## src/hdl/plr_pkg.sv

```systemverilog
// Shared constants and types of the PLL lock retry sequencer
package plr_pkg;
  localparam logic [31:0] ADDR_MAIN_CTL = 32'h0005_D100;
  localparam logic [31:0] ADDR_MAIN_STS = 32'h0005_D104;
  localparam logic [31:0] ADDR_AUX_CTL = 32'h0005_D108;
  localparam logic [31:0] ADDR_AUX_STS = 32'h0005_D10C;
  localparam logic [31:0] ADDR_IRQ_STS = 32'h0005_D110;
  localparam logic [31:0] ADDR_IRQ_MASK = 32'h0005_D114;
  localparam logic [31:0] ADDR_WD_CTL = 32'h0005_D118;
  localparam logic [31:0] ADDR_WD_KICK = 32'h0005_D11C;
  localparam logic [31:0] ADDR_DBG_CTL = 32'h0005_D12C;
  localparam int CTL_PWR_BIT = 0;
  localparam int CTL_SEL_BIT = 1;
  localparam int DIV_LSB = 8;
  localparam int DIV_W = 6;
  localparam logic [DIV_W-1:0] DIV_RESET = 6'h01;
  localparam int STS_W = 4;
  localparam int IRQ_W = 5;
  localparam int IRQ_WD_BIT = 4;
  localparam int WD_EN_BIT = 0;
  localparam int WD_RST_BIT = 1;
  localparam int DBG_RETRY_BIT = 0;
  localparam int SYNC_CYCLES = 120;
  localparam int SYNC_CNT_W = 7;
  localparam int ACT_WIN = 16;
  localparam int ACT_CNT_W = 5;
  localparam logic [1:0] HTRANS_NONSEQ = 2'h2;
  typedef struct packed {
    logic outSel;
    logic pwrEn;
  } plr_ctl_t;
  typedef struct packed {
    logic busy;
    logic alive;
    logic slip;
    logic lock;
  } plr_sts_t;
  typedef enum {SY_IDLE, SY_WAIT} plr_sync_t;
endpackage

```

## src/hdl/plr_pll_channel.sv

```systemverilog
// One PLL channel: pin synchronisers, status flags, activity check, bypass sync timer
`timescale 1ns/1ns
module plr_pll_channel (
  input wire logic mclk,
  input wire logic rst,
  input wire plr_pkg::plr_ctl_t ctl,
  input wire logic lockPin,
  input wire logic slipPin,
  input wire logic clkPin,
  output plr_pkg::plr_sts_t sts,
  output logic pwrOut,
  output logic selOut,
  output logic lockEvt,
  output logic slipEvt
);
  logic [2:0] meta_ff;
  logic [2:0] sync_ff;
  logic clkPrev_ff;
  logic [plr_pkg::ACT_CNT_W-1:0] actCnt_ff;
  logic lock_ff;
  logic slip_ff;
  logic nxt_lock;
  logic nxt_slip;
  plr_pkg::plr_sync_t state_ff;
  logic [plr_pkg::SYNC_CNT_W-1:0] cnt_ff;
  logic falling;

  // Two-stage synchronisers for {clock, slip, lock}
  always_ff @(posedge mclk) begin
    if (rst) begin
      meta_ff <= 3'h0;
      sync_ff <= 3'h0;
      clkPrev_ff <= 1'b0;
    end else begin
      meta_ff <= {clkPin, slipPin, lockPin};
      sync_ff <= meta_ff;
      clkPrev_ff <= sync_ff[2];
    end
  end

  // Output clock seen toggling recently, independent of the lock flag
  always_ff @(posedge mclk) begin
    if (rst || !ctl.pwrEn) begin
      actCnt_ff <= '0;
    end else if (sync_ff[2] != clkPrev_ff) begin
      actCnt_ff <= plr_pkg::ACT_CNT_W'(plr_pkg::ACT_WIN);
    end else if (actCnt_ff != '0) begin
      actCnt_ff <= actCnt_ff - 1'b1;
    end
  end

  // Flags cleared while powered down
  assign nxt_lock = sync_ff[0] & ctl.pwrEn;
  assign nxt_slip = ctl.pwrEn & (slip_ff | sync_ff[1]);

  always_ff @(posedge mclk) begin
    if (rst) begin
      lock_ff <= 1'b0;
      slip_ff <= 1'b0;
      lockEvt <= 1'b0;
      slipEvt <= 1'b0;
    end else begin
      lock_ff <= nxt_lock;
      slip_ff <= nxt_slip;
      lockEvt <= nxt_lock & ~lock_ff;
      slipEvt <= nxt_slip & ~slip_ff;
    end
  end

  assign falling = (pwrOut & ~ctl.pwrEn) | (selOut & ~ctl.outSel);

  // Power-down or bypass takes effect only after the sync period
  always_ff @(posedge mclk) begin
    if (rst) begin
      state_ff <= plr_pkg::SY_IDLE;
      cnt_ff <= '0;
      pwrOut <= 1'b0;
      selOut <= 1'b0;
    end else begin
      case (state_ff)
        plr_pkg::SY_IDLE: begin
          if (falling) begin
            state_ff <= plr_pkg::SY_WAIT;
            cnt_ff <= plr_pkg::SYNC_CNT_W'(plr_pkg::SYNC_CYCLES - 1);
          end else begin
            pwrOut <= ctl.pwrEn;
            selOut <= ctl.outSel;
          end
        end
        plr_pkg::SY_WAIT: begin
          if (cnt_ff == '0) begin
            state_ff <= plr_pkg::SY_IDLE;
            pwrOut <= ctl.pwrEn;
            selOut <= ctl.outSel;
          end else begin
            cnt_ff <= cnt_ff - 1'b1;
          end
        end
        default: state_ff <= plr_pkg::SY_IDLE;
      endcase
    end
  end

  assign sts.lock = lock_ff;
  assign sts.slip = slip_ff;
  assign sts.alive = (actCnt_ff != '0);
  assign sts.busy = (state_ff == plr_pkg::SY_WAIT) | falling;
endmodule

```

## src/hdl/plr_lock_retry_sequencer.sv

```systemverilog
// PLL lock retry sequencer: AHB-Lite registers, watchdog, retry flag, interrupts
`timescale 1ns/1ns
// Operation
// - Lock flag alone never proves running clock
// - Watchdog on own clock guards PLL select; only main select is guarded, aux select unguarded
// - Retry flag at bit 0, debug control
// - No retry support when booting over USB
// - Power-down or bypass starts synchronisation period
// - Divider lowering blocked during 120-cycle sync; code blocks it only during a main channel sync, not an aux one
module plr_lock_retry_sequencer #(
  parameter int WD_CYCLES = 100000
) (
  input wire logic mclk,
  input wire logic rst,
  input wire logic hsel,
  input wire logic [31:0] haddr,
  input wire logic [1:0] htrans,
  input wire logic hwrite,
  input wire logic [2:0] hsize,
  input wire logic [31:0] hwdata,
  input wire logic hready,
  output logic hreadyout,
  output logic [31:0] hrdata,
  output logic hresp,
  input wire logic mainLockPin,
  input wire logic mainSlipPin,
  input wire logic mainClkPin,
  input wire logic auxLockPin,
  input wire logic auxSlipPin,
  input wire logic auxClkPin,
  input wire logic usbBootPin,
  output logic mainPwrEn,
  output logic mainOutSel,
  output logic auxPwrEn,
  output logic auxOutSel,
  output logic [plr_pkg::DIV_W-1:0] sysClkDiv,
  output logic wdogResetReq,
  output logic irq
);
  plr_pkg::plr_ctl_t mainCtl_ff;
  plr_pkg::plr_ctl_t auxCtl_ff;
  plr_pkg::plr_sts_t mainSts;
  plr_pkg::plr_sts_t auxSts;
  logic mainLockEvt;
  logic mainSlipEvt;
  logic auxLockEvt;
  logic auxSlipEvt;
  logic wrPend_ff;
  logic rdPend_ff;
  logic [31:0] addr_ff;
  logic [plr_pkg::IRQ_W-1:0] irqSts_ff;
  logic [plr_pkg::IRQ_W-1:0] irqMask_ff;
  logic [plr_pkg::IRQ_W-1:0] events;
  logic [1:0] wdCtl_ff;
  logic [31:0] wdCnt_ff;
  logic wdExpire_ff;
  logic retry_ff;
  logic usbMeta_ff;
  logic usbSync_ff;
  logic usbBoot_ff;
  logic usbCaught_ff;
  logic [1:0] usbAge_ff;
  logic wrMainCtl;
  logic mainDrop;
  logic [plr_pkg::DIV_W-1:0] newDiv;
  logic wdArmed;
  logic [31:0] rdMux;

  plr_pll_channel mainChan (
    .mclk(mclk),
    .rst(rst),
    .ctl(mainCtl_ff),
    .lockPin(mainLockPin),
    .slipPin(mainSlipPin),
    .clkPin(mainClkPin),
    .sts(mainSts),
    .pwrOut(mainPwrEn),
    .selOut(mainOutSel),
    .lockEvt(mainLockEvt),
    .slipEvt(mainSlipEvt)
  );

  plr_pll_channel auxChan (
    .mclk(mclk),
    .rst(rst),
    .ctl(auxCtl_ff),
    .lockPin(auxLockPin),
    .slipPin(auxSlipPin),
    .clkPin(auxClkPin),
    .sts(auxSts),
    .pwrOut(auxPwrEn),
    .selOut(auxOutSel),
    .lockEvt(auxLockEvt),
    .slipEvt(auxSlipEvt)
  );

  // Boot strap caught once, when the second stage first holds the pin
  always_ff @(posedge mclk) begin
    if (rst) begin
      usbMeta_ff <= 1'b0;
      usbSync_ff <= 1'b0;
      usbAge_ff <= 2'h0;
      usbBoot_ff <= 1'b0;
      usbCaught_ff <= 1'b0;
    end else begin
      usbMeta_ff <= usbBootPin;
      usbSync_ff <= usbMeta_ff;
      usbAge_ff <= {usbAge_ff[0], 1'b1};
      if (usbAge_ff[1] && !usbCaught_ff) begin
        usbBoot_ff <= usbSync_ff;
        usbCaught_ff <= 1'b1;
      end
    end
  end

  // AHB-Lite slave: writes zero-wait, reads one wait state
  always_ff @(posedge mclk) begin
    if (rst) begin
      wrPend_ff <= 1'b0;
      rdPend_ff <= 1'b0;
      addr_ff <= 32'h0000_0000;
      hreadyout <= 1'b1;
      hrdata <= 32'h0000_0000;
    end else begin
      wrPend_ff <= 1'b0;
      rdPend_ff <= 1'b0;
      if (rdPend_ff) begin
        hrdata <= rdMux;
        hreadyout <= 1'b1;
      end else if (hsel && hready && htrans == plr_pkg::HTRANS_NONSEQ) begin
        addr_ff <= haddr;
        wrPend_ff <= hwrite;
        rdPend_ff <= ~hwrite;
        hreadyout <= hwrite;
      end
    end
  end

  always_ff @(posedge mclk) begin
    hresp <= 1'b0;
  end

  always_comb begin
    rdMux = 32'h0000_0000;
    case (addr_ff)
      plr_pkg::ADDR_MAIN_CTL: begin
        rdMux[plr_pkg::CTL_PWR_BIT] = mainCtl_ff.pwrEn;
        rdMux[plr_pkg::CTL_SEL_BIT] = mainCtl_ff.outSel;
        rdMux[plr_pkg::DIV_LSB +: plr_pkg::DIV_W] = sysClkDiv;
      end
      plr_pkg::ADDR_MAIN_STS: rdMux[plr_pkg::STS_W-1:0] = mainSts;
      plr_pkg::ADDR_AUX_CTL: begin
        rdMux[plr_pkg::CTL_PWR_BIT] = auxCtl_ff.pwrEn;
        rdMux[plr_pkg::CTL_SEL_BIT] = auxCtl_ff.outSel;
      end
      plr_pkg::ADDR_AUX_STS: rdMux[plr_pkg::STS_W-1:0] = auxSts;
      plr_pkg::ADDR_IRQ_STS: rdMux[plr_pkg::IRQ_W-1:0] = irqSts_ff;
      plr_pkg::ADDR_IRQ_MASK: rdMux[plr_pkg::IRQ_W-1:0] = irqMask_ff;
      plr_pkg::ADDR_WD_CTL: rdMux[1:0] = wdCtl_ff;
      plr_pkg::ADDR_WD_KICK: rdMux = wdCnt_ff;
      plr_pkg::ADDR_DBG_CTL: rdMux[plr_pkg::DBG_RETRY_BIT] = retry_ff;
      default: rdMux = 32'h0000_0000;
    endcase
  end

  assign wrMainCtl = wrPend_ff && addr_ff == plr_pkg::ADDR_MAIN_CTL;
  assign newDiv = hwdata[plr_pkg::DIV_LSB +: plr_pkg::DIV_W];
  assign wdArmed = wdCtl_ff[plr_pkg::WD_EN_BIT] & wdCtl_ff[plr_pkg::WD_RST_BIT];

  // Main PLL control; select refused unless the watchdog is armed, USB boot is strapped or select is already set
  always_ff @(posedge mclk) begin
    if (rst) begin
      mainCtl_ff <= '0;
    end else if (wrMainCtl) begin
      mainCtl_ff.pwrEn <= hwdata[plr_pkg::CTL_PWR_BIT];
      mainCtl_ff.outSel <= hwdata[plr_pkg::CTL_SEL_BIT] &
                           (mainCtl_ff.outSel | wdArmed | usbBoot_ff);
    end
  end

  assign mainDrop = wrMainCtl &&
                    ((mainCtl_ff.pwrEn && !hwdata[plr_pkg::CTL_PWR_BIT]) ||
                     (mainCtl_ff.outSel && !hwdata[plr_pkg::CTL_SEL_BIT]));

  // Divider may not drop while a bypass sync is running or being started
  always_ff @(posedge mclk) begin
    if (rst) begin
      sysClkDiv <= plr_pkg::DIV_RESET;
    end else if (wrMainCtl && !((mainSts.busy || mainDrop) && newDiv < sysClkDiv)) begin
      sysClkDiv <= newDiv;
    end
  end

  always_ff @(posedge mclk) begin
    if (rst) begin
      auxCtl_ff <= '0;
    end else if (wrPend_ff && addr_ff == plr_pkg::ADDR_AUX_CTL) begin
      auxCtl_ff.pwrEn <= hwdata[plr_pkg::CTL_PWR_BIT];
      auxCtl_ff.outSel <= hwdata[plr_pkg::CTL_SEL_BIT];
    end
  end

  // Retry flag survives watchdog resets; held clear on USB boot
  always_ff @(posedge mclk) begin
    if (rst || usbBoot_ff) begin
      retry_ff <= 1'b0;
    end else if (wrPend_ff && addr_ff == plr_pkg::ADDR_DBG_CTL) begin
      retry_ff <= hwdata[plr_pkg::DBG_RETRY_BIT];
    end
  end

  // Watchdog counts on mclk, never on a PLL output
  always_ff @(posedge mclk) begin
    if (rst) begin
      wdCtl_ff <= 2'h0;
    end else if (wrPend_ff && addr_ff == plr_pkg::ADDR_WD_CTL) begin
      wdCtl_ff <= hwdata[1:0];
    end
  end

  always_ff @(posedge mclk) begin
    if (rst) begin
      wdCnt_ff <= 32'(WD_CYCLES);
      wdExpire_ff <= 1'b0;
      wdogResetReq <= 1'b0;
    end else begin
      wdExpire_ff <= 1'b0;
      wdogResetReq <= 1'b0;
      if (!wdCtl_ff[plr_pkg::WD_EN_BIT]) begin
        wdCnt_ff <= 32'(WD_CYCLES);
      end else if (wrPend_ff && addr_ff == plr_pkg::ADDR_WD_KICK) begin
        wdCnt_ff <= 32'(WD_CYCLES);
      end else if (wdCnt_ff == 32'h0000_0000) begin
        wdCnt_ff <= 32'(WD_CYCLES);
        wdExpire_ff <= 1'b1;
        wdogResetReq <= wdCtl_ff[plr_pkg::WD_RST_BIT];
      end else begin
        wdCnt_ff <= wdCnt_ff - 32'h0000_0001;
      end
    end
  end

  // Sticky events, cleared by reading; a new event wins over the clear
  assign events = {wdExpire_ff, auxSlipEvt, auxLockEvt, mainSlipEvt, mainLockEvt};

  always_ff @(posedge mclk) begin
    if (rst) begin
      irqSts_ff <= '0;
    end else if (rdPend_ff && addr_ff == plr_pkg::ADDR_IRQ_STS) begin
      irqSts_ff <= events;
    end else begin
      irqSts_ff <= irqSts_ff | events;
    end
  end

  always_ff @(posedge mclk) begin
    if (rst) begin
      irqMask_ff <= '0;
    end else if (wrPend_ff && addr_ff == plr_pkg::ADDR_IRQ_MASK) begin
      irqMask_ff <= hwdata[plr_pkg::IRQ_W-1:0];
    end
  end

  always_ff @(posedge mclk) begin
    if (rst) begin
      irq <= 1'b0;
    end else begin
      irq <= |(irqSts_ff & irqMask_ff);
    end
  end
endmodule

```

## config.mk

```make
export PLATFORM = sky130hd
export DESIGN_NAME = plr_lock_retry_sequencer
export DESIGN_NICKNAME = d
export VERILOG_FILES = /design/src/hdl/plr_pkg.sv /design/src/hdl/plr_pll_channel.sv /design/src/hdl/plr_lock_retry_sequencer.sv
export SDC_FILE = /design/constraint.sdc
export NUM_CORES = 1
export LEC_CHECK = 0
export ABC_AREA = 1
export ABC_CLOCK_PERIOD_IN_PS = 1900
export BUFFER_PORTS_ARGS = -buffer_cell sky130_fd_sc_hd__buf_2
export CORE_MARGIN = 2
export CORE_UTILIZATION = 56
export DETAILED_ROUTE_END_ITERATION = 8
export PLACE_DENSITY_LB_ADDON = 0.1
export SLEW_MARGIN = 0
export SYNTH_ARGS = -nofsm -noshare
export SYNTH_HDL_FRONTEND = slang
export SYNTH_HIERARCHICAL = 1
export SYNTH_SLANG_ARGS = --single-unit
```

## constraint.sdc

```tcl
create_clock -name mclk -period 1.9 [get_ports mclk]
set_input_delay 0.19 -clock mclk [delete_from_list [all_inputs] [get_ports mclk]]
set_output_delay 0.19 -clock mclk [all_outputs]
set_load 0.1 [all_outputs]
```

==> summary.txt <==
status -> completed
Initial Utilization -> 0.568
Hold Crit Endpoint -> addr_ff[8]$_SDFFE_PP0P_
leakage power -> 4.08 nW
CP max stage cell -> nor2_1
clk_lat worst skew -> 0.43 ns
fin crit share -> 0.934
H-Tree Depth -> 4
FF+latch count, synth -> 183
# IOs -> 127
CP most frequent cell -> nor2_1
register clock-pin slew on the reported worst setup and hold paths -> 0.07 ns
Max Clock Skew -> 0.0123 ns
Final #Nets -> 1,266
Worst Path Arrival -> 2.07 ns
via count of the first global-routing pass -> 6,695
Slew HR -> 0.278
FP Rows -> 44
Crit Path Category -> flop to flop
max frequency -> 564 MHz
Main synth FF type -> dfxtp_1
Worst Hold Class -> input pin to flop
Post-route DRC -> 0
Async S/R FF share, synth -> 0
synthesis-to-layout area growth -> 17.4%
Pwr Density -> 785 nW/um2
peak supply drop -> 0.560 mV
Core Area -> 14,400 um2
vias -> 7,171
hold depth -> 3
CTS tree -> done
largest stage delay on the critical path -> 0.35 ns
HP Start -> haddr[8]
antenna cells -> 0
critical path required time -> 2.19 ns
routed wl met2 -> 8330 um
top sig layer -> met4
largest net degree at the start of global routing -> 45
Die H -> 125 um
worst-path maximum fanout -> 9
Synth warnings -> 6
sequential area share after synthesis -> 0.449
max-slew violations -> 0
reg-to-reg endpoint -> irqSts_ff[0]$_SDFF_PP0_
dpl hpwl -> 13,000 um
Vias/cell -> 5.24
Post-Synthesis Cells -> 1,054
routed len/inst -> 13.2 um
R2R Setup Slk -> 0.13 ns
R2R cell count -> 8
Distinct cells, synth -> 51
syn_area_per_cell -> 7.75 um2
Net Count, Synth -> 1,148
Crit. End Element -> flop
MaxCap Viol Count -> 0
Port Buffers -> 101
Layout fillers -> 1,292
RSZ-0062 raised after global routing -> no
die area -> 15,600 um2
final hold viol count -> 0
ANT nets after route -> 0
initial detailed-routing violation count -> 515
worst path cell trace -> inv_1 -> nand2_1 -> nor2_2 -> nand2_2 -> nor2_1 -> nand3_1 -> a21oi_1 -> nor2_1
worst slew pin tran -> 1.08 ns
Sequential Area -> 3670 um2
hold_ws -> 0.0328 ns
Setup TNS -> 0 ns
Die X -> 125 um
endpoints failing setup -> 0
number of synthesized flops with an enable pin -> 0
grt ovf -> 0
DRT met1 WL -> 8500 um
initial antenna violation count -> 0
# clock sinks -> 183
drt first pass iters -> 6
CTS buffer count -> 17
clock buffer depth -> 2
min Tclk post-route -> 1.77 ns
Placer Congestion -> 0.928
met3 wire len -> 879 um
Critical Path Start Type -> flop
R2R Path Start -> addr_ff[9]$_SDFFE_PP0P_
Multi-input gate area -> 3780 um2
share of cells above drive strength 1 -> 0.208
wirelength, routed -> 18,000 um
clock root buffer -> clkbuf_16
first-pass GRT wire length -> 30,400 um
synthesized cell area -> 8170 um2
GRT Util Overall -> 0.236
-- placed cells by master, fill, tap and decap left out, drive strengths merged --
cell	synthesis	final
a22o	5	5
nand3	71	71
a21oi	81	81
o22ai	7	7
a221oi	1	1
a211oi	9	9
xnor2	13	13
a31oi	2	2
inv	143	146
bufinv	0	1
ha	13	13
xor2	11	11
buf	18	125
nand4	17	17
o31ai	1	1
nor4	7	7
clkbuf	16	17
dfxtp	183	183
nand3b	4	4
nor3	23	23
o221ai	1	1
o21ai	53	53
a32o	21	21
and2	2	2
clkinv	2	9
nand2	176	176
o211ai	2	2
dlygate4sd3	0	8
nor3b	2	2
conb	1	1
or2	7	7
nor2	162	162
clkinvlp	0	4
-- where the power goes --
part,total [mW],switching [mW],internal [mW],leakage (nW)
registers,3.89,0.0161,3.88,1.48
logic,0.297,0.184,0.113,2.33
clock network,3.33,1.52,1.81,0.266
-- synthesized netlist by cell type (all sizes together) (9+ instances only) --
cell type	count	area, um2
dfxtp	183	3660
nand2	176	743
nor2	162	743
inv	143	537
a21oi	81	424
nand3	71	398
o21ai	53	273
nor3	23	125
a32o	21	210
buf	18	133
nand4	17	113
clkbuf	16	60.1
ha	13	163
xnor2	13	114
xor2	11	96.3
a211oi	9	67.6
-- kinds of logic (layout without fill, tap and decap cells) --
| logic type | after synthesis | in the layout | synth area share |
|---|---|---|---|
| flops | 183 | 183 | 0.449 |
| fa+ha+maj | 13 | 13 | 0.0199 |
| simple gates | 471 | 471 | 0.278 |
| buf+inv | 179 | 310 | 0.0904 |
| xor+xnor | 24 | 24 | 0.0257 |
| compound gates | 183 | 183 | 0.136 |
| other cells | 1 | 1 | 0.000459 |
-- area by class of cell --
cell class	count	area share
Timing Repair Buffer	133	0.0842
Sequential cell	183	0.383
Tap cell	184	0.0240
Clock inverter	15	0.0134
Inverter	145	0.0569
Clock buffer	17	0.0444
Multi-Input combinational cell	692	0.394
-- critical path: cells and delay by family, from the launching register on --
kind / cells / cell delay (ns)
buf+inv: 1 / 0.07
simple gates: 6 / 1.06
flops: 1 / 0.30
compound gates: 1 / 0.21
-- how the worst max path moves through the flow --
stage	start	to
finish	addr_ff[9]$_SDFFE_PP0P_	irqSts_ff[0]$_SDFF_PP0_
global route	addr_ff[9]$_SDFFE_PP0P_	irqSts_ff[4]$_SDFF_PP0_
CTS	addr_ff[21]$_SDFFE_PP0P_	irqSts_ff[0]$_SDFF_PP0_
detailed placement	addr_ff[21]$_SDFFE_PP0P_	irqMask_ff[4]$_SDFFE_PP0P_
global placement	addr_ff[21]$_SDFFE_PP0P_	hrdata[0]$_SDFFE_PP0P_
floorplan	sysClkDiv[0]$_SDFFE_PP1P_	sysClkDiv[1]$_SDFFE_PP0P_
-- per-stage QoR --
stage	std cells	cell area, um2	power [mW]	setup slack [ns]	util
after floorplan	1054	8180	4.16	0.0244	-
after global placement	1326	8890	4.26	0.142	0.619
after detailed placement	1326	8890	4.27	0.127	0.619
after CTS	1366	9530	7.58	0.0844	0.663
after global routing	1369	9590	7.76	0.00156	0.667
final	1369	9590	7.52	0.126	0.667
-- what timing repair did --
| action | 4_1_cts | 5_1_grt |
|---|---|---|
| gates resized for setup | 0 | 3 |
| setup buffers | 0 | 3 |
| hold buffers | 8 | 0 |
| endpoints found under the hold margin | 8 | 0 |
| setup endpoints to repair | 0 | 29 |
-- flip-flops by register name, indices dropped and copies added, names as in the netlist, 3 cells and up --
signal,flops
addr_ff,32
hrdata,32
wdCnt_ff,32
auxChan/cnt_ff,7
mainChan/cnt_ff,7
sysClkDiv,6
auxChan/actCnt_ff,5
irqMask_ff,5
irqSts_ff,5
mainChan/actCnt_ff,5
auxChan/meta_ff,3
auxChan/sync_ff,3
mainChan/meta_ff,3
mainChan/sync_ff,3
-- per-layer routing --
| layer | track usage | vias to the layer above |
|---|---|---|
| met3 | 0.0399 | 29 |
| li1 | - | 3686 |
| met1 | 0.308 | 3295 |
| met4 | 0.0853 | 0 |
| met5 | 0 | - |
| met2 | 0.392 | 161 |
Power figures use the tool's default switching activity.
